**src/pkg/ttsc_params.svh**
```systemverilog
// constants and addresses of the transmit symbol timing block
`ifndef TTSC_PARAMS_SVH
`define TTSC_PARAMS_SVH
`define TTSC_ADDR_MOD_WIDTH 8'h2f
`define TTSC_ADDR_BURST_LEN 8'h30
`define TTSC_ADDR_WAIT_CTRL 8'h31
`define TTSC_RST_MOD_WIDTH 8'h00
`define TTSC_RST_BURST_LEN 8'h00
`define TTSC_RST_WAIT_CTRL 8'hc0
`define TTSC_BURST_MASK 8'h77
`define TTSC_WAIT_START_BIT 7
`define TTSC_WAIT_UNIT_BIT 6
`define TTSC_WAIT_HI_MSB 5
`define TTSC_WAIT_HI_LSB 3
`define TTSC_STOP_MSB 2
`define TTSC_STOP_LSB 0
`define TTSC_SYM1_MSB 6
`define TTSC_SYM1_LSB 4
`define TTSC_SYM0_MSB 2
`define TTSC_SYM0_LSB 0
// 20000 khz system clock, 13560 khz carrier
`define TTSC_CLK_KHZ 16'h4e20
`define TTSC_CARRIER_KHZ 16'h34f8
`define TTSC_CARRIER_PER_UNIT 4'hf
`define TTSC_BURST_LEN0 9'h008
`define TTSC_BURST_LEN1 9'h010
`define TTSC_BURST_LEN2 9'h020
`define TTSC_BURST_LEN3 9'h030
`define TTSC_BURST_LEN4 9'h040
`define TTSC_BURST_LEN5 9'h060
`define TTSC_BURST_LEN6 9'h080
`define TTSC_BURST_LEN7 9'h100
`endif

```
**src/pkg/ttsc_pkg.sv**
```systemverilog
// types and decode helpers of the transmit symbol timing block
`include "ttsc_params.svh"
package ttsc_pkg;
    typedef enum logic {wait_idle, wait_counting} ttsc_wait_state_t;

    function automatic logic [8:0] ttsc_burst_bits(input logic [2:0] code);
        case (code)
            3'h0: ttsc_burst_bits = `TTSC_BURST_LEN0;
            3'h1: ttsc_burst_bits = `TTSC_BURST_LEN1;
            3'h2: ttsc_burst_bits = `TTSC_BURST_LEN2;
            3'h3: ttsc_burst_bits = `TTSC_BURST_LEN3;
            3'h4: ttsc_burst_bits = `TTSC_BURST_LEN4;
            3'h5: ttsc_burst_bits = `TTSC_BURST_LEN5;
            3'h6: ttsc_burst_bits = `TTSC_BURST_LEN6;
            default: ttsc_burst_bits = `TTSC_BURST_LEN7;
        endcase
    endfunction
endpackage

```
**src/logic/ttsc_top.sv**
```systemverilog
// transmit symbol timing: modulation width, bursts, guard wait, stop bits
`timescale 1ns/1ps
`include "ttsc_params.svh"
module ttsc_top #(
    parameter int WAIT_W = 11
) (
    input wire logic clk,
    input wire logic reset,
    input wire logic [7:0] reg_addr,
    input wire logic [7:0] reg_wdata,
    input wire logic reg_write,
    input wire logic reg_read,
    output logic [7:0] reg_rdata,
    input wire logic miller_mode,
    input wire logic type_b_mode,
    input wire logic pulse_start,
    input wire logic bit_end,
    input wire logic bit_tick,
    input wire logic half_bit_tick,
    input wire logic burst_req,
    input wire logic burst_symbol,
    input wire logic burst_level,
    input wire logic tx_req,
    input wire logic tx_end,
    input wire logic rx_end,
    input wire logic [7:0] wait_count_lower,
    output logic mod_pulse,
    output logic burst_active,
    output logic burst_out,
    output logic stop_bit_en,
    output logic [2:0] guard_count,
    output logic tx_start,
    output logic wait_elapsed
);
    logic [7:0] tx_mod_pulse_width_reg;
    logic [7:0] tx_burst_length_reg;
    logic [7:0] tx_wait_control_reg;
    logic [15:0] carrier_acc_reg;
    logic [15:0] carrier_sum;
    logic carrier_tick;
    logic [8:0] pulse_cnt_reg;
    logic [8:0] burst_cnt_reg;
    logic tx_pending_reg;
    logic wait_event;
    logic [2:0] stop_code;

    if (WAIT_W != 3 + 8) begin : g_bad_wait
        $error("ttsc_top: WAIT_W must be 11, upper three plus lower eight bits");
    end

    // ----------------------------------------------------------------
    // register port
    // ----------------------------------------------------------------
    always_ff @(posedge clk or posedge reset)
    begin
        if (reset)
        begin
            tx_mod_pulse_width_reg <= `TTSC_RST_MOD_WIDTH;
            tx_burst_length_reg <= `TTSC_RST_BURST_LEN;
            tx_wait_control_reg <= `TTSC_RST_WAIT_CTRL;
        end
        else if (reg_write)
        begin
            case (reg_addr)
                `TTSC_ADDR_MOD_WIDTH: tx_mod_pulse_width_reg <= reg_wdata;
                `TTSC_ADDR_BURST_LEN: tx_burst_length_reg <= reg_wdata & `TTSC_BURST_MASK;
                `TTSC_ADDR_WAIT_CTRL: tx_wait_control_reg <= reg_wdata;
                default: ;
            endcase
        end
    end

    // unmapped addresses read as zero
    always_ff @(posedge clk or posedge reset)
    begin
        if (reset)
        begin
            reg_rdata <= 8'h00;
        end
        else if (reg_read)
        begin
            case (reg_addr)
                `TTSC_ADDR_MOD_WIDTH: reg_rdata <= tx_mod_pulse_width_reg;
                `TTSC_ADDR_BURST_LEN: reg_rdata <= tx_burst_length_reg;
                `TTSC_ADDR_WAIT_CTRL: reg_rdata <= tx_wait_control_reg;
                default: reg_rdata <= 8'h00;
            endcase
        end
    end

    // ----------------------------------------------------------------
    // carrier rate enable
    // ----------------------------------------------------------------
    // fractional divider: average rate is exact, single ticks jitter by one cycle
    assign carrier_sum = carrier_acc_reg + `TTSC_CARRIER_KHZ;
    assign carrier_tick = (carrier_sum >= `TTSC_CLK_KHZ);

    always_ff @(posedge clk or posedge reset)
    begin
        if (reset)
        begin
            carrier_acc_reg <= 16'h0000;
        end
        else
        begin
            carrier_acc_reg <= carrier_tick ? carrier_sum - `TTSC_CLK_KHZ : carrier_sum;
        end
    end

    // ----------------------------------------------------------------
    // modulation pulse
    // ----------------------------------------------------------------
    // same path for data, start and stop symbols
    always_ff @(posedge clk or posedge reset)
    begin
        if (reset)
        begin
            mod_pulse <= 1'b0;
            pulse_cnt_reg <= 9'h000;
        end
        else if (pulse_start && miller_mode)
        begin
            mod_pulse <= 1'b1;
            pulse_cnt_reg <= {1'b0, tx_mod_pulse_width_reg} + 9'h001;
        end
        else if (bit_end || !miller_mode)
        begin
            mod_pulse <= 1'b0;
        end
        else if (mod_pulse && carrier_tick)
        begin
            pulse_cnt_reg <= pulse_cnt_reg - 9'h001;
            if (pulse_cnt_reg == 9'h001)
            begin
                mod_pulse <= 1'b0;
            end
        end
    end

    // ----------------------------------------------------------------
    // burst
    // ----------------------------------------------------------------
    always_ff @(posedge clk or posedge reset)
    begin
        if (reset)
        begin
            burst_active <= 1'b0;
            burst_out <= 1'b0;
            burst_cnt_reg <= 9'h000;
        end
        else if (burst_req)
        begin
            burst_active <= 1'b1;
            burst_out <= burst_level;
            burst_cnt_reg <= burst_symbol
                ? ttsc_pkg::ttsc_burst_bits(tx_burst_length_reg[`TTSC_SYM1_MSB:`TTSC_SYM1_LSB])
                : ttsc_pkg::ttsc_burst_bits(tx_burst_length_reg[`TTSC_SYM0_MSB:`TTSC_SYM0_LSB]);
        end
        else if (burst_active && bit_tick)
        begin
            burst_cnt_reg <= burst_cnt_reg - 9'h001;
            if (burst_cnt_reg == 9'h001)
            begin
                burst_active <= 1'b0;
                burst_out <= 1'b0;
            end
        end
    end

    // ----------------------------------------------------------------
    // stop bits and extra guard time
    // ----------------------------------------------------------------
    assign stop_code = tx_wait_control_reg[`TTSC_STOP_MSB:`TTSC_STOP_LSB];

    always_ff @(posedge clk or posedge reset)
    begin
        if (reset)
        begin
            stop_bit_en <= 1'b0;
            guard_count <= 3'h0;
        end
        else
        begin
            stop_bit_en <= type_b_mode && stop_code != 3'h0;
            guard_count <= (type_b_mode && stop_code != 3'h0) ? stop_code - 3'h1 : 3'h0;
        end
    end

    // ----------------------------------------------------------------
    // guard wait and transmit gate
    // ----------------------------------------------------------------
    assign wait_event = tx_wait_control_reg[`TTSC_WAIT_START_BIT] ? rx_end : tx_end;

    ttsc_wait_timer #(
        .WAIT_W(WAIT_W)
    ) u_wait (
        .clk(clk),
        .reset(reset),
        .start(wait_event),
        .unit_sel(tx_wait_control_reg[`TTSC_WAIT_UNIT_BIT]),
        .count({tx_wait_control_reg[`TTSC_WAIT_HI_MSB:`TTSC_WAIT_HI_LSB],
            wait_count_lower}),
        .carrier_tick(carrier_tick),
        .half_bit_tick(half_bit_tick),
        .elapsed(wait_elapsed)
    );

    // a request arriving with the start it is cleared by stays pending
    always_ff @(posedge clk or posedge reset)
    begin
        if (reset)
        begin
            tx_pending_reg <= 1'b0;
            tx_start <= 1'b0;
        end
        else
        begin
            tx_start <= tx_pending_reg && wait_elapsed && !tx_start && !wait_event;
            if (tx_req)
            begin
                tx_pending_reg <= 1'b1;
            end
            else if (tx_start)
            begin
                tx_pending_reg <= 1'b0;
            end
        end
    end

    // ----------------------------------------------------------------
    // checks
    // ----------------------------------------------------------------
    logic [8:0] obs_pulse_ticks;
    logic [8:0] obs_pulse_target;
    always_ff @(posedge clk or posedge reset)
    begin
        if (reset)
        begin
            obs_pulse_ticks <= 9'h000;
            obs_pulse_target <= 9'h000;
        end
        else if (pulse_start && miller_mode)
        begin
            obs_pulse_ticks <= 9'h000;
            obs_pulse_target <= {1'b0, tx_mod_pulse_width_reg} + 9'h001;
        end
        else if (mod_pulse && carrier_tick)
        begin
            obs_pulse_ticks <= obs_pulse_ticks + 9'h001;
        end
    end

    property p_pulse_len;
        @(posedge clk) disable iff (reset)
        $fell(mod_pulse) && $past(!bit_end && miller_mode) |-> obs_pulse_ticks == obs_pulse_target;
    endproperty
    a_pulse_len: assert property (p_pulse_len)
        else $error("modulation pulse length differs from width plus one");

    property p_pulse_cut;
        @(posedge clk) disable iff (reset)
        bit_end && !pulse_start |=> !mod_pulse;
    endproperty
    a_pulse_cut: assert property (p_pulse_cut)
        else $error("modulation pulse ran past the end of the bit");

    property p_pulse_rise;
        @(posedge clk) disable iff (reset)
        $rose(mod_pulse) |-> $past(pulse_start && miller_mode);
    endproperty
    a_pulse_rise: assert property (p_pulse_rise)
        else $error("modulation pulse started outside miller mode or pulse position");

    property p_pulse_start;
        @(posedge clk) disable iff (reset)
        pulse_start && miller_mode |=> mod_pulse;
    endproperty
    a_pulse_start: assert property (p_pulse_start)
        else $error("modulation pulse did not start at the pulse position");

    // checks the decode at the request, whatever the phase of the bit grid
    property p_burst_zero;
        @(posedge clk) disable iff (reset)
        burst_req && !burst_symbol
            && tx_burst_length_reg[`TTSC_SYM0_MSB:`TTSC_SYM0_LSB] == 3'h0
            |=> burst_active && burst_cnt_reg == 9'h008;
    endproperty
    a_burst_zero: assert property (p_burst_zero)
        else $error("symbol zero burst code zero is not eight bits");

    property p_stop_type_b;
        @(posedge clk) disable iff (reset)
        !type_b_mode |=> !stop_bit_en && guard_count == 3'h0;
    endproperty
    a_stop_type_b: assert property (p_stop_type_b)
        else $error("stop bits set outside type b");

    property p_stop_code;
        @(posedge clk) disable iff (reset)
        type_b_mode && stop_code == 3'h7 |=> stop_bit_en && guard_count == 3'h6;
    endproperty
    a_stop_code: assert property (p_stop_code)
        else $error("stop code seven did not give six guard times");

    property p_tx_gate;
        @(posedge clk) disable iff (reset)
        tx_start |-> $past(wait_elapsed && tx_pending_reg);
    endproperty
    a_tx_gate: assert property (p_tx_gate)
        else $error("transmission started before the wait elapsed");

    property p_wait_source;
        @(posedge clk) disable iff (reset)
        wait_event
            && {tx_wait_control_reg[`TTSC_WAIT_HI_MSB:`TTSC_WAIT_HI_LSB], wait_count_lower}
            != 11'h000 |=> !wait_elapsed;
    endproperty
    a_wait_source: assert property (p_wait_source)
        else $error("selected start event did not restart the wait");
endmodule

```
**src/logic/ttsc_wait_timer.sv**
```systemverilog
// guard wait timer counted in carrier units or half bit periods
`timescale 1ns/1ps
`include "ttsc_params.svh"
module ttsc_wait_timer #(
    parameter int WAIT_W = 11
) (
    input wire logic clk,
    input wire logic reset,
    input wire logic start,
    input wire logic unit_sel,
    input wire logic [WAIT_W-1:0] count,
    input wire logic carrier_tick,
    input wire logic half_bit_tick,
    output logic elapsed
);
    ttsc_pkg::ttsc_wait_state_t state_reg;
    logic [WAIT_W-1:0] cnt_reg;
    logic [3:0] pre_reg;
    logic unit_reg;
    logic tick;

    if (WAIT_W < 1) begin : g_bad_width
        $error("ttsc_wait_timer: WAIT_W must be at least 1");
    end

    assign tick = unit_reg ? half_bit_tick : carrier_tick;

    // prescaler restarts with each wait so the first carrier unit is never short
    always_ff @(posedge clk or posedge reset)
    begin
        if (reset)
        begin
            state_reg <= ttsc_pkg::wait_idle;
            cnt_reg <= '0;
            pre_reg <= 4'h0;
            unit_reg <= 1'b0;
            elapsed <= 1'b1;
        end
        else if (start)
        begin
            cnt_reg <= count;
            pre_reg <= 4'h0;
            unit_reg <= unit_sel;
            elapsed <= (count == '0);
            state_reg <= (count == '0) ? ttsc_pkg::wait_idle : ttsc_pkg::wait_counting;
        end
        else
        begin
            case (state_reg)
                ttsc_pkg::wait_counting:
                begin
                    if (tick)
                    begin
                        if (unit_reg || pre_reg == `TTSC_CARRIER_PER_UNIT)
                        begin
                            pre_reg <= 4'h0;
                            cnt_reg <= cnt_reg - 1'b1;
                            if (cnt_reg == {{(WAIT_W-1){1'b0}}, 1'b1})
                            begin
                                elapsed <= 1'b1;
                                state_reg <= ttsc_pkg::wait_idle;
                            end
                        end
                        else
                        begin
                            pre_reg <= pre_reg + 4'h1;
                        end
                    end
                end
                default:
                begin
                    elapsed <= 1'b1;
                end
            endcase
        end
    end

    // checking helpers: carrier ticks seen and count latched at the start
    logic [WAIT_W+3:0] obs_ticks;
    logic [WAIT_W-1:0] obs_count;
    always_ff @(posedge clk or posedge reset)
    begin
        if (reset)
        begin
            obs_ticks <= '0;
            obs_count <= '0;
        end
        else if (start)
        begin
            obs_ticks <= '0;
            obs_count <= count;
        end
        else if (state_reg == ttsc_pkg::wait_counting && carrier_tick)
        begin
            obs_ticks <= obs_ticks + 1'b1;
        end
    end

    property p_carrier_wait;
        @(posedge clk) disable iff (reset)
        $rose(elapsed) && !unit_reg && !$past(start) |-> obs_ticks == {obs_count, 4'h0};
    endproperty
    a_carrier_wait: assert property (p_carrier_wait)
        else $error("carrier wait did not last count times sixteen carrier ticks");

    property p_wait_holds;
        @(posedge clk) disable iff (reset)
        start && count != '0 |=> !elapsed;
    endproperty
    a_wait_holds: assert property (p_wait_holds)
        else $error("nonzero wait elapsed immediately after its start event");
endmodule

```
**config.mk**
```make
export PLATFORM = sky130hd
export DESIGN_NAME = ttsc_top
export DESIGN_NICKNAME = d
export VERILOG_FILES = /design/src/pkg/ttsc_pkg.sv /design/src/logic/ttsc_top.sv /design/src/logic/ttsc_wait_timer.sv
export VERILOG_INCLUDE_DIRS = /design/src /design/src/pkg
export SDC_FILE = /design/constraint.sdc
export NUM_CORES = 1
export LEC_CHECK = 0
export ABC_CLOCK_PERIOD_IN_PS = 3500
export BUFFER_PORTS_ARGS = -buffer_cell sky130_fd_sc_hd__clkbuf_2
export CAP_MARGIN = 25
export CORE_ASPECT_RATIO = 0.75
export CORE_MARGIN = 3
export CORE_UTILIZATION = 25
export CTS_CLUSTER_DIAMETER = 50
export DETAILED_ROUTE_END_ITERATION = 8
export PLACE_DENSITY = 0.39
export SLEW_MARGIN = 20
export SYNTH_ARGS = -nofsm -noshare
export SYNTH_HDL_FRONTEND = slang
export SYNTH_SLANG_ARGS = --single-unit
```
**constraint.sdc**
```tcl
create_clock -name clk -period 3.5 [get_ports clk]
set_clock_uncertainty 0.15 [all_clocks]
set_input_delay 0.7 -clock clk [delete_from_list [all_inputs] [get_ports clk]]
set_output_delay 0.7 -clock clk [all_outputs]
set_load 0.03 [all_outputs]
```
==> out/metrics.cfg <==
[outcome]
status = complete, no violations

[synth]
synthFlopType = dfrtp_1
ys_ff_latch = 88
syn_avg_cell_area_um2 = 9.694
ys_top_cells_by_count = dfrtp_1, nor2_1, a21oi_1
syn-instance-count = 516
synth.largest_area_cell = dfrtp_1
synth_top_area_share = 0.4252
yosysMostFrequentCell = dfrtp_1
synthArstFlopShare = 1.000
netlist_area_um2 = 5002
syn_nets = 570
synth.top_cells.by_area = dfrtp_1, mux2_2, nor2_1, xnor2_1, xor2_1
yosys_warnings = 0
synth-seq-area-share = 0.4410
synth.distinct_cells = 60
synth_edf_count = 0

[power]
ir_drop_mv = 0.1945
p_per_area_nw_per_um2 = 402.7
leakagePower_uw = 0.002577

[timing]
fmax_ghz = 0.2984
worst_pin_slew_ps = 651.7
rsz0062_at_grt = no
slew_violations = 0
fin_ws_ps = 148.6
layout_min_cycle_time_ps = 3351
setup_viol = 0
maxSlewHeadroom = 0.5609
period_share = 0.9576
hold_viol = 0
setup_tns_ps = 0

[final_layout]
fillCellCount = 2066
num_antenna_cells = 0
largest_register_ffs = 13
syn_to_final_growth_pct = 19.01
finish.utilization = 0.3055
drive_above_1_share = 0.2234
finish.net_count = 631

[placement]
place_congestion = 0.7335
io_buffers = 56
pre_cts_slack_ps = 86.33
place_hpwl_mm = 9.057

[grt]
antenna_found_initial = 0
grtUsageTotal = 0.1203
grt_pass1_wl_mm = 21.00
grt_remaining_overflow = 0
grt_max_degree = 89
grt_pass1_vias = 3953

[floorplanning]
dieArea_um2 = 21760
fp.dieH_um = 128.5
fp-row-count = 44
ios = 57
initial_core_util = 0.2567
core_area_um2 = 19490
die_w_um = 169.3

[setup_path]
critPathSlowestCell = or4_4
path_class = reg -> reg
cp-start-kind = flip-flop
path_max_fanout = 7
cp.arrival_ps = 3460
cpPeakStageDelay_ps = 530
end_kind = flip-flop
required_ps = 3610
path_cells = inv_2 -> ha_1 -> or4b_1 -> or4_4 -> and3_4 -> o22a_4 -> o21ai_4 -> o211ai_4 -> or4_1 -> a31oi_1

[drt]
drc_errors = 0
first_pass_iters = 4
via_count = 3977
finalWirelength_mm = 12.46
viasPerCell = 4.763
drt-initial-drc-count = 164
ant_nets = 0
routedWlPerCell_um = 14.92

[clocking]
clk_latency_ps = 340
cts_tree = done
cts_buffers = 9
clockRootBuffer = clkbuf_16
cts_sinks = 88
clockBufferDepth = 2
hold_buffers = 0
cts_max_level = 3
cts.clk_slew.worst_paths_ps = 70

[run]
maxCapViolCount = 0

[min_path]
min_path_type = in -> async

## per-layer routing
layer	vias up	GRT usage	part of all wire
met2	67	0.1732	0.42
met4	0	0.02740	0.0083
met1	1933	0.1780	0.53
met3	7	0.03440	0.043
met5	-	0	0
li1	1970	-	-
## critical path, delay by kind of cell, from the launching register on
family / cells / cell delay [ps]
fa+ha+maj: 1 / 160
flops: 1 / 430
buf+inv: 1 / 90
simple gates: 4 / 1610
compound gates: 4 / 840
## repair_timing
item / 4_1_cts / 5_1_grt
setup buffers: 0 / 4
setup endpoints to repair: 0 / 6
resized for setup: 0 / 5
## placed cells by master (no fill, tap or decap), drive strengths merged, types with 17 or more instances in the layout
| master | count |
|---|---|
| xnor2 | 23 |
| a21oi | 34 |
| nand2 | 27 |
| clkbuf | 65 |
| mux2 | 24 |
| dfrtp | 85 |
| nor2 | 59 |
| buf | 17 |
| xor2 | 22 |
| o21ai | 26 |
| nand3 | 21 |
| inv | 21 |
## cell type report
type | instances | area (µm²) | area share
clock inverters | 7 | 70.07 | 0.01177
inverters | 21 | 80.08 | 0.01345
clock buffers | 9 | 225.2 | 0.03783
well taps | 253 | 316.6 | 0.05317
flip-flops and latches | 88 | 2206 | 0.3705
repair buffers | 73 | 427.9 | 0.07188
multi-input cells | 384 | 2628 | 0.4414
## stage by stage
step	hold WS [ps]	instance area (µm²)	total power, µW	cells
4_1_cts	309.4	5912	2445	831
2_1_floorplan	292.0	5002	1345	516
6_report	278.3	5953	2398	835
3_3_place_gp	314.7	5617	1444	815
5_1_grt	339.5	5953	2529	835
3_5_place_dp	322.7	5617	1449	815
## path summary, 6_finish.rpt
check                                              from                                 end  slack [ps]  depth (start not counted)
max reg2reg                carrier_acc_reg[4]$_DFF_PP0_       u_wait.cnt_reg[7]$_DFFE_PP0P_         150                         10
min                                               reset        carrier_acc_reg[6]$_DFF_PP0_         280                          3
max in group asynchronous                         reset  tx_wait_control_reg[6]$_DFFE_PP1P_        2520                          3
min reg2reg                  tx_pending_reg$_DFFE_PP0P_          tx_pending_reg$_DFFE_PP0P_         340                          1
max                        carrier_acc_reg[4]$_DFF_PP0_       u_wait.cnt_reg[7]$_DFFE_PP0P_         150                         10
min in group clk             tx_pending_reg$_DFFE_PP0P_          tx_pending_reg$_DFFE_PP0P_         340                          1
## kinds of logic (layout without fill, tap and decap cells)
| kind of cell | count (synthesis) | after routing | synth area share |
|---|---|---|---|
| buffers and inverters | 44 | 110 | 0.03527 |
| AOI/OAI and AO/OA | 102 | 102 | 0.1328 |
| xor gates and xnor gates | 45 | 45 | 0.07879 |
| DFF | 88 | 88 | 0.4410 |
| adders and majority gates | 14 | 14 | 0.03502 |
| and+or+nand+nor | 188 | 188 | 0.2011 |
| muxes | 35 | 35 | 0.07604 |
## report_power, final
| part | switching, µW | internal, µW |
|---|---|---|
| Combinational | 164 | 113 |
| Sequential | 65.2 | 1080 |
| Clock | 419 | 553 |
(Power assumes the default switching activity.)
